## config.mk

```make
export PLATFORM = sky130hd
export DESIGN_NAME = reset_strap_config_capture
export DESIGN_NICKNAME = d
export VERILOG_FILES = /design/src/hw/strap_cfg_pkg.sv /design/src/hw/reset_strap_config_capture.sv /design/src/hw/strap_sync.sv
export SDC_FILE = /design/constraint.sdc
export NUM_CORES = 1
export LEC_CHECK = 0
export BUFFER_PORTS_ARGS = -buffer_cell sky130_fd_sc_hd__clkbuf_2
export CORE_ASPECT_RATIO = 1.1
export CORE_MARGIN = 2
export CORE_UTILIZATION = 45
export CTS_BUF_LIST = sky130_fd_sc_hd__clkbuf_4 sky130_fd_sc_hd__clkbuf_8
export DETAILED_ROUTE_END_ITERATION = 6
export PLACE_DENSITY = 0.9
export SLEW_MARGIN = 20
export SYNTH_ARGS = -nofsm -noshare
export SYNTH_HDL_FRONTEND = slang
export SYNTH_SLANG_ARGS = --single-unit
```

## constraint.sdc

```tcl
create_clock -name ref_clk_in -period 2 [get_ports ref_clk_in]
set_input_delay 0.2 -clock ref_clk_in [delete_from_list [all_inputs] [get_ports ref_clk_in]]
set_output_delay 0.2 -clock ref_clk_in [all_outputs]
set_load 0.03 [all_outputs]
```

## src/hw/strap_cfg_pkg.sv

```systemverilog
// constants shared by the strap capture block and its synchroniser
package strap_cfg_pkg;

  // register bus geometry
  localparam int ADDR_W = 12;
  localparam int DATA_W = 32;

  // register byte offsets
  localparam logic [11:0] DEVICE_CONFIG_OFFSET = 12'h200;
  localparam logic [11:0] STRAP_STATUS_OFFSET = 12'h204;

  // device_config_reg fields; bits above the top field are reserved
  localparam int CFG_SERIAL1_DIS_BIT = 0;
  localparam int CFG_SERIAL0_DIS_BIT = 1;
  localparam int CFG_TIMER0_PIN_BIT = 2;
  localparam int CFG_TIMER1_PIN_BIT = 3;
  localparam int CFG_EXT_MEM_CLK_BIT = 4;
  localparam int CFG_W = 5;
  localparam logic [4:0] CFG_RESET = 5'h00;

  // strap status register fields
  localparam int STAT_BYTE_ORDER_BIT = 0;
  localparam int STAT_BOOT_LSB = 1;
  localparam int STAT_LANE_BIT = 3;
  localparam int STAT_HOST_BIT = 4;
  localparam int STAT_REF_CLK_BIT = 5;
  localparam int STAT_CAPTURED_BIT = 6;

  // strap vector layout as it enters the synchroniser
  localparam int STRAP_BYTE_ORDER = 0;
  localparam int STRAP_BOOT_LSB = 1;
  localparam int STRAP_BOOT_MSB = 2;
  localparam int STRAP_LANE = 3;
  localparam int STRAP_HOST = 4;
  localparam int STRAP_REF_CLK = 5;
  localparam int STRAP_W = 6;

  // strap encodings, and the defaults shown until the first capture after reset
  localparam logic LITTLE_ENDIAN = 1'b1;
  localparam logic BIG_ENDIAN = 1'b0;
  localparam logic [1:0] BOOT_HOST = 2'h0;
  localparam logic [1:0] BOOT_ROM8 = 2'h1;
  localparam logic [1:0] BOOT_ROM16 = 2'h2;
  localparam logic [1:0] BOOT_ROM32 = 2'h3;
  localparam logic LANE_DEFAULT = 1'b1;
  localparam logic HOST_DEFAULT = 1'b1;

  // shared general-purpose pins: 15..8, 3, 1, 0
  localparam logic [15:0] GPIO_SHARED_MASK = 16'hFF0B;
  localparam logic [15:0] GPIO_NONE = 16'h0000;

  // bus responses
  localparam logic [1:0] RESP_OKAY = 2'h0;
  localparam logic [1:0] RESP_SLVERR = 2'h2;
  localparam logic [31:0] DATA_ZERO = 32'h0000_0000;

endpackage : strap_cfg_pkg

```

## src/hw/reset_strap_config_capture.sv

```systemverilog
// strap capture at reset release plus the software device config register
//
// Behaviour
// - byte order strap low means big endian, high means little endian.
// - boot strap 00 host boot, 01/10/11 ROM boot of 8/16/32 bits.
// - lane strap high puts narrow data low in little, top in big endian.
// - lane strap low always puts narrow data on the lowest byte lane.
// - the host port select strap is latched at reset and picks pin use.
// - select low disables the host port, enables audio port and gpio.
// - select high enables the host port and disables the other two.
// - software has no way to change the latched host port choice.
// - other choices are set by software in a device config register.
//
// The implementer's own choices: register access over AXI4-Lite and the address map.
`timescale 1ns/100ps
`default_nettype none

module reset_strap_config_capture (
  // clock and reset
  input wire logic ref_clk_in,
  input wire logic rst_n_in,
  // strap pins
  input wire logic byte_order_strap_in,
  input wire logic [1:0] boot_mode_strap_in,
  input wire logic narrow_lane_place_strap_in,
  input wire logic host_port_select_strap_in,
  input wire logic ref_clock_source_strap_in,
  // axi4-lite write address and data
  input wire logic [11:0] s_axi_awaddr_in,
  input wire logic s_axi_awvalid_in,
  output logic s_axi_awready_out,
  input wire logic [31:0] s_axi_wdata_in,
  input wire logic [3:0] s_axi_wstrb_in,
  input wire logic s_axi_wvalid_in,
  output logic s_axi_wready_out,
  // axi4-lite write response
  output logic [1:0] s_axi_bresp_out,
  output logic s_axi_bvalid_out,
  input wire logic s_axi_bready_in,
  // axi4-lite read
  input wire logic [11:0] s_axi_araddr_in,
  input wire logic s_axi_arvalid_in,
  output logic s_axi_arready_out,
  output logic [31:0] s_axi_rdata_out,
  output logic [1:0] s_axi_rresp_out,
  output logic s_axi_rvalid_out,
  input wire logic s_axi_rready_in,
  // latched configuration
  output logic config_valid_out,
  output logic byte_order_select_out,
  output logic [1:0] boot_mode_out,
  output logic boot_from_host_out,
  output logic narrow_lane_top_out,
  output logic host_port_enable_out,
  output logic audio_port2_enable_out,
  output logic [15:0] gpio_shared_enable_out,
  output logic ref_clock_fault_out,
  // software configuration
  output logic serial1_disable_out,
  output logic serial0_disable_out,
  output logic timer0_pin_alt_out,
  output logic timer1_pin_alt_out,
  output logic ext_mem_clk_ext_out
);

  logic [strap_cfg_pkg::STRAP_W-1:0] strap_raw;
  logic [strap_cfg_pkg::STRAP_W-1:0] strap_sync_v;

  assign strap_raw = {ref_clock_source_strap_in, host_port_select_strap_in,
                      narrow_lane_place_strap_in, boot_mode_strap_in,
                      byte_order_strap_in};

  strap_sync #(
    .WIDTH(strap_cfg_pkg::STRAP_W)
  ) u_sync (
    .ref_clk_in(ref_clk_in),
    .pins_in(strap_raw),
    .sync_out(strap_sync_v)
  );

  // capture state
  logic captured, next_captured;
  logic byte_order, next_byte_order;
  logic [1:0] boot_mode, next_boot_mode;
  logic lane_strap, next_lane_strap;
  logic host_sel, next_host_sel;
  logic clk_fault, next_clk_fault;
  logic lane_top, next_lane_top;
  logic host_en, next_host_en;
  logic audio_en, next_audio_en;
  logic [15:0] gpio_en, next_gpio_en;
  logic boot_host, next_boot_host;

  always_comb
  begin
    next_captured = 1'b1;
    next_byte_order = byte_order;
    next_boot_mode = boot_mode;
    next_lane_strap = lane_strap;
    next_host_sel = host_sel;
    // the clock strap must stay right after reset too, so it is watched live
    next_clk_fault = !strap_sync_v[strap_cfg_pkg::STRAP_REF_CLK];
    // the chain settled during reset, so its output at the first edge after
    // release is the level the board held up to the release
    if (!captured)
    begin
      next_byte_order = strap_sync_v[strap_cfg_pkg::STRAP_BYTE_ORDER];
      next_boot_mode = strap_sync_v[strap_cfg_pkg::STRAP_BOOT_MSB:
                                    strap_cfg_pkg::STRAP_BOOT_LSB];
      next_lane_strap = strap_sync_v[strap_cfg_pkg::STRAP_LANE];
      next_host_sel = strap_sync_v[strap_cfg_pkg::STRAP_HOST];
    end
    next_boot_host = (next_boot_mode == strap_cfg_pkg::BOOT_HOST);
    // narrow data goes to the top lane only for big endian with lane strap high
    next_lane_top = next_lane_strap &&
                    (next_byte_order == strap_cfg_pkg::BIG_ENDIAN);
    next_host_en = next_host_sel;
    next_audio_en = !next_host_sel;
    next_gpio_en = next_host_sel ? strap_cfg_pkg::GPIO_NONE
                                 : strap_cfg_pkg::GPIO_SHARED_MASK;
  end

  always_ff @(posedge ref_clk_in or negedge rst_n_in)
  begin
    if (!rst_n_in)
    begin
      captured <= 1'b0;
      byte_order <= strap_cfg_pkg::LITTLE_ENDIAN;
      boot_mode <= strap_cfg_pkg::BOOT_ROM8;
      lane_strap <= strap_cfg_pkg::LANE_DEFAULT;
      host_sel <= strap_cfg_pkg::HOST_DEFAULT;
      clk_fault <= 1'b0;
      lane_top <= 1'b0;
      host_en <= strap_cfg_pkg::HOST_DEFAULT;
      audio_en <= !strap_cfg_pkg::HOST_DEFAULT;
      gpio_en <= strap_cfg_pkg::GPIO_NONE;
      boot_host <= 1'b0;
    end
    else
    begin
      captured <= next_captured;
      byte_order <= next_byte_order;
      boot_mode <= next_boot_mode;
      lane_strap <= next_lane_strap;
      host_sel <= next_host_sel;
      clk_fault <= next_clk_fault;
      lane_top <= next_lane_top;
      host_en <= next_host_en;
      audio_en <= next_audio_en;
      gpio_en <= next_gpio_en;
      boot_host <= next_boot_host;
    end
  end

  // register bus state
  logic aw_held, next_aw_held;
  logic w_held, next_w_held;
  logic [11:0] aw_addr, next_aw_addr;
  logic [31:0] w_data, next_w_data;
  logic [3:0] w_strb, next_w_strb;
  logic awready, next_awready;
  logic wready, next_wready;
  logic bvalid, next_bvalid;
  logic [1:0] bresp, next_bresp;
  logic arready, next_arready;
  logic rvalid, next_rvalid;
  logic [31:0] rdata, next_rdata;
  logic [1:0] rresp, next_rresp;
  logic [4:0] cfg, next_cfg;
  logic [31:0] status_word;

  always_comb
  begin
    status_word = strap_cfg_pkg::DATA_ZERO;
    status_word[strap_cfg_pkg::STAT_BYTE_ORDER_BIT] = byte_order;
    status_word[strap_cfg_pkg::STAT_BOOT_LSB +: 2] = boot_mode;
    status_word[strap_cfg_pkg::STAT_LANE_BIT] = lane_strap;
    status_word[strap_cfg_pkg::STAT_HOST_BIT] = host_sel;
    status_word[strap_cfg_pkg::STAT_REF_CLK_BIT] = !clk_fault;
    status_word[strap_cfg_pkg::STAT_CAPTURED_BIT] = captured;
  end

  always_comb
  begin
    next_aw_held = aw_held;
    next_w_held = w_held;
    next_aw_addr = aw_addr;
    next_w_data = w_data;
    next_w_strb = w_strb;
    next_bvalid = bvalid;
    next_bresp = bresp;
    next_cfg = cfg;
    if (s_axi_awvalid_in && awready)
    begin
      next_aw_held = 1'b1;
      next_aw_addr = s_axi_awaddr_in;
    end
    if (s_axi_wvalid_in && wready)
    begin
      next_w_held = 1'b1;
      next_w_data = s_axi_wdata_in;
      next_w_strb = s_axi_wstrb_in;
    end
    if (bvalid && s_axi_bready_in)
    begin
      next_bvalid = 1'b0;
    end
    if (aw_held && w_held && !bvalid)
    begin
      next_aw_held = 1'b0;
      next_w_held = 1'b0;
      next_bvalid = 1'b1;
      next_bresp = strap_cfg_pkg::RESP_OKAY;
      case (aw_addr)
        strap_cfg_pkg::DEVICE_CONFIG_OFFSET:
        begin
          // only the low byte holds fields; reserved bits are dropped
          if (w_strb[0])
          begin
            next_cfg = w_data[strap_cfg_pkg::CFG_W-1:0];
          end
        end
        // the strap status word is read only, so the latched host port
        // choice cannot be altered from software
        strap_cfg_pkg::STRAP_STATUS_OFFSET:
        begin
          next_bresp = strap_cfg_pkg::RESP_SLVERR;
        end
        default:
        begin
          next_bresp = strap_cfg_pkg::RESP_SLVERR;
        end
      endcase
    end
    next_awready = !next_aw_held;
    next_wready = !next_w_held;
  end

  always_comb
  begin
    next_rvalid = rvalid;
    next_rdata = rdata;
    next_rresp = rresp;
    if (rvalid && s_axi_rready_in)
    begin
      next_rvalid = 1'b0;
    end
    if (s_axi_arvalid_in && arready)
    begin
      next_rvalid = 1'b1;
      next_rresp = strap_cfg_pkg::RESP_OKAY;
      case (s_axi_araddr_in)
        strap_cfg_pkg::DEVICE_CONFIG_OFFSET:
        begin
          next_rdata = {27'h000_0000, cfg};
        end
        strap_cfg_pkg::STRAP_STATUS_OFFSET:
        begin
          next_rdata = status_word;
        end
        default:
        begin
          next_rdata = strap_cfg_pkg::DATA_ZERO;
          next_rresp = strap_cfg_pkg::RESP_SLVERR;
        end
      endcase
    end
    next_arready = !next_rvalid;
  end

  always_ff @(posedge ref_clk_in or negedge rst_n_in)
  begin
    if (!rst_n_in)
    begin
      aw_held <= 1'b0;
      w_held <= 1'b0;
      aw_addr <= 12'h000;
      w_data <= strap_cfg_pkg::DATA_ZERO;
      w_strb <= 4'h0;
      awready <= 1'b0;
      wready <= 1'b0;
      bvalid <= 1'b0;
      bresp <= strap_cfg_pkg::RESP_OKAY;
      arready <= 1'b0;
      rvalid <= 1'b0;
      rdata <= strap_cfg_pkg::DATA_ZERO;
      rresp <= strap_cfg_pkg::RESP_OKAY;
      cfg <= strap_cfg_pkg::CFG_RESET;
    end
    else
    begin
      aw_held <= next_aw_held;
      w_held <= next_w_held;
      aw_addr <= next_aw_addr;
      w_data <= next_w_data;
      w_strb <= next_w_strb;
      awready <= next_awready;
      wready <= next_wready;
      bvalid <= next_bvalid;
      bresp <= next_bresp;
      arready <= next_arready;
      rvalid <= next_rvalid;
      rdata <= next_rdata;
      rresp <= next_rresp;
      cfg <= next_cfg;
    end
  end

  assign s_axi_awready_out = awready;
  assign s_axi_wready_out = wready;
  assign s_axi_bvalid_out = bvalid;
  assign s_axi_bresp_out = bresp;
  assign s_axi_arready_out = arready;
  assign s_axi_rvalid_out = rvalid;
  assign s_axi_rdata_out = rdata;
  assign s_axi_rresp_out = rresp;

  assign config_valid_out = captured;
  assign byte_order_select_out = byte_order;
  assign boot_mode_out = boot_mode;
  assign boot_from_host_out = boot_host;
  assign narrow_lane_top_out = lane_top;
  assign host_port_enable_out = host_en;
  assign audio_port2_enable_out = audio_en;
  // enable and direction stay with the gpio block's own registers
  assign gpio_shared_enable_out = gpio_en;
  assign ref_clock_fault_out = clk_fault;

  assign serial1_disable_out = cfg[strap_cfg_pkg::CFG_SERIAL1_DIS_BIT];
  assign serial0_disable_out = cfg[strap_cfg_pkg::CFG_SERIAL0_DIS_BIT];
  assign timer0_pin_alt_out = cfg[strap_cfg_pkg::CFG_TIMER0_PIN_BIT];
  assign timer1_pin_alt_out = cfg[strap_cfg_pkg::CFG_TIMER1_PIN_BIT];
  assign ext_mem_clk_ext_out = cfg[strap_cfg_pkg::CFG_EXT_MEM_CLK_BIT];

endmodule : reset_strap_config_capture

`default_nettype wire

```

## src/hw/strap_sync.sv

```systemverilog
// two-flop synchroniser for the asynchronous strap pins
`timescale 1ns/100ps
`default_nettype none

module strap_sync #(
  parameter int WIDTH = 6
) (
  // clock
  input wire logic ref_clk_in,
  // pins and synchronised copy
  input wire logic [WIDTH-1:0] pins_in,
  output logic [WIDTH-1:0] sync_out
);

  // no reset here on purpose: the chain must keep tracking the pins while
  // reset is low so that the release edge sees their settled level
  genvar i;
  generate
    for (i = 0; i < WIDTH; i++)
    begin : g_bit
      logic meta;
      logic stable;
      always_ff @(posedge ref_clk_in)
      begin
        meta <= pins_in[i];
        stable <= meta;
      end
      assign sync_out[i] = stable;
    end
  endgenerate

endmodule : strap_sync

`default_nettype wire

```

==> results.tsv <==
metric	value	unit
max frequency	526	MHz
HP Class	primary input to flip-flop	
RSZ-0062 raised after global routing	no	
CTS resizes	0	
register area share after synthesis	59.6	%
Worst-Margin Slew	0.624	ns
DP Worst Slack	0.0513	ns
Cells after Synth	191	
CP Capture Point	cfg[1]$_DFFE_PN0P_	
vias	1592	
CP top delay family	simple AND/OR/NAND/NOR gates	
count leader, synth	dfrtp_1	
critical path's slowest cell	or4b_1	
routability cong.	0.693	
port buffer count	81	
R2R depth	4	
pin count of the biggest net entering global routing	50	
Synth-to-Final Area Change	23.4	%
r2r endpoint	cfg[1]$_DFFE_PN0P_	
number of flops mapped to enable cells by yosys	0	
max layer used	met4	
post-route antenna net violation count	0	
vias in the first global route	1503	
Top FF cell, synth	dfrtp_1	
Clock Tree Buf Depth	2	
VDD IR max	0.000785	V
global route overflow	0	
synth cell count leaders	dfrtp_1, buf_4, mux2_2	
Clock Skew	0.00952	ns
fin crit share	95.1	%
CP Buf/Inv Count	1	
WL met1	1.65	mm
crit path max fanout	5	
yosys warns	0	
Flop pwr share	46.0	%
Max-Slew Margin vs Limit	58.4	%
final worst-path setup slack	0.0989	ns
metal2 WL	2.43	mm
Antenna Cells	0	
Tmin final	1.90	ns
area leader, netlist	dfrtp_1	
#FFs+latches synth	61	
H-tree depth	3	
Final nets	349	
initial antenna violation count	0	
Startpoint Class	flip-flop	
met3 wire length	382	um
switching power	1.12	mW
detailed-router iteration count before antenna repair	4	
Clock power frac	30.9	%
DRT iter0 DRCs	37	
pwr/cell area	1200	mW/mm2
final std cells w/o fill	356	
die area	0.00610	mm2
CP Launch Point	aw_addr[6]$_DFFE_PN0P_	
post-synth design cell area	0.00247	mm2
share of post-route cells with drive strength above 1	48.0	%
Reg-to-Reg Start	aw_addr[6]$_DFFE_PN0P_	
final hold violations	0	
Initial Utilization	46.4	%
Synth async-reset ratio	80.3	%
sw frac	30.6	%
CP peak stage delay	0.60	ns
sum of negative setup slack	0	ns
critical path, cell by cell	or4b_1 > nor4_4 > buf_4 > mux2_2	
Worst Path Required	2.21	ns
cell internal pwr	2.55	mW
drt total wl	4.54	mm
kind of critical path	flip-flop to flip-flop	
crit path DAT	2.11	ns
max cap viols	0	
Site Rows	28	
# clock sinks	61	
WL/cell	12.8	um
Gate power share	23.1	%
Finish-stage setup viols	0	
share of Yosys cell area claimed by the top area cell type	45.6	%
CTS tree	yes	
Mean Syn Cell Area	12.9	um2
# fillers	462	
FF-to-FF setup slack	0.1	ns
Pins Over Slew Limit	0	
Clock Latency Late Sink	0.33	ns
synth unique cells	26	
outcome	finished clean	
Post-route DRC	0	
chip height	81.7	um
first-pass GRT wire length	6.82	mm
placed cells	332	
Vias per Instance	4.47	
top area cells in the synthesized netlist	dfrtp_1, buf_4, mux2_2, dfxtp_1, dfstp_2	
Total Routing Usage GR	15.8	%
crit end category	flip-flop	
Clock Tree Root	clkbuf_8	
clock slew at reported path FFs	0.07	ns
stages on the worst setup path	4	
I/O Pins	144	
leakage	1.54	nW
PnR Total Power	3.67	mW
Core ar.	0.00533	mm2
die width	74.6	um
CTS buffer count	9	
dpl hpwl	3.35	mm
-- cell type report --
type	instances	area, um2	area share, %
tap	75	93.8	3.08
inverter	8	30.0	0.985
multi-input combinational	105	743	24.4
clock inverter	3	45.0	1.48
timing repair buffer	91	498	16.3
clock buffer	13	166	5.46
sequential	61	1470	48.3
-- state kept, by name (all words and copies together), names as in the netlist, 2 cells and up --
register	cells
aw_addr	12
s_axi_rdata_out	7
u_sync.g_bit.meta	6
u_sync.g_bit.stable	6
cfg	5
w_data	5
boot_mode_out	2
-- placed cells by master, fill, tap and decap left out, drive strengths merged --
cell type and count:
buf 3, nand3 2, nand3b 1, or4b 1
clkinvlp 2, nor4 2, conb 33, dlygate4sd3 7
dfstp 4, or4 2, nor2 1, and2 3
o41ai 1, bufinv 1, inv 8, mux2 28
nand4b 1, o31ai 5, dfrtp 45, clkbuf 94
nor3 2, o21ai 6, nor4b 1, dfxtp 12
nand2 9, mux2i 6, nor2b 1
-- power groups by stage --
| stage | clock network [mW] | registers [mW] | logic, mW |
|---|---|---|---|
| 2_1_floorplan | 0 | 1.79 | 0.589 |
| 6_report | 1.13 | 1.69 | 0.846 |
| 3_3_place_gp | 0 | 1.69 | 0.816 |
| 4_1_cts | 1.16 | 1.70 | 0.858 |
| 5_1_grt | 1.23 | 1.73 | 0.919 |
| 3_5_place_dp | 0 | 1.72 | 0.843 |
-- how the worst min path moves through the flow --
| stage | slack [ns] | to | from | cells past startpoint |
|---|---|---|---|---|
| floorplan | -0.1 | aw_addr[0]$_DFFE_PN0P_ | rst_n_in | 0 |
| global placement | 0.30 | u_sync.g_bit[0].meta$_DFF_P_ | byte_order_strap_in | 1 |
| detailed placement | 0.30 | u_sync.g_bit[4].meta$_DFF_P_ | host_port_select_strap_in | 1 |
| CTS | 0.07 | s_axi_bvalid_out$_DFFE_PN0P_ | s_axi_bready_in | 2 |
| global route | 0.05 | s_axi_bvalid_out$_DFFE_PN0P_ | s_axi_bready_in | 2 |
| finish | 0.08 | s_axi_bvalid_out$_DFFE_PN0P_ | s_axi_bready_in | 2 |
-- logic make-up (layout without fill, tap and decap cells) --
logic type	count (synthesis)	in the layout	synth area share [%]
other	2	33	0.304
flip-flops	61	61	59.6
AO/OA/AOI/OAI	12	12	3.09
multiplexers	34	34	15.2
AND/OR/NAND/NOR	26	26	6.79
buffers and inverters	56	115	15.0
-- worst reg2reg max path, delay by kind of cell (launching register included) --
family | cells | cell delay (ns)
simple gates | 2 | 0.89
flops | 1 | 0.38
mux | 1 | 0.33
buf+inv | 1 | 0.19
-- metal layers --
| metal | track usage, % | vias to the layer above |
|---|---|---|
| met5 | 0 | - |
| met4 | 7.86 | 0 |
| met3 | 7.12 | 8 |
| met2 | 28.8 | 83 |
| met1 | 14.5 | 767 |
| li1 | - | 734 |
-- stage by stage --
stage,area (um2),util [%],hold WS [ns]
3_3_place_gp,2760,51.8,0.303
6_report,3050,57.2,0.0760
5_1_grt,3050,57.2,0.0507
4_1_cts,3040,57.1,0.0656
2_1_floorplan,2590,-,-0.0956
3_5_place_dp,2760,51.8,0.304
-- what timing repair did --
item,in CTS,in global routing
buffers inserted,0,1
hold buffers,7,0
hold endpoints to repair,51,0
setup endpoints to repair,0,5
Power figures use the tool's default switching activity.
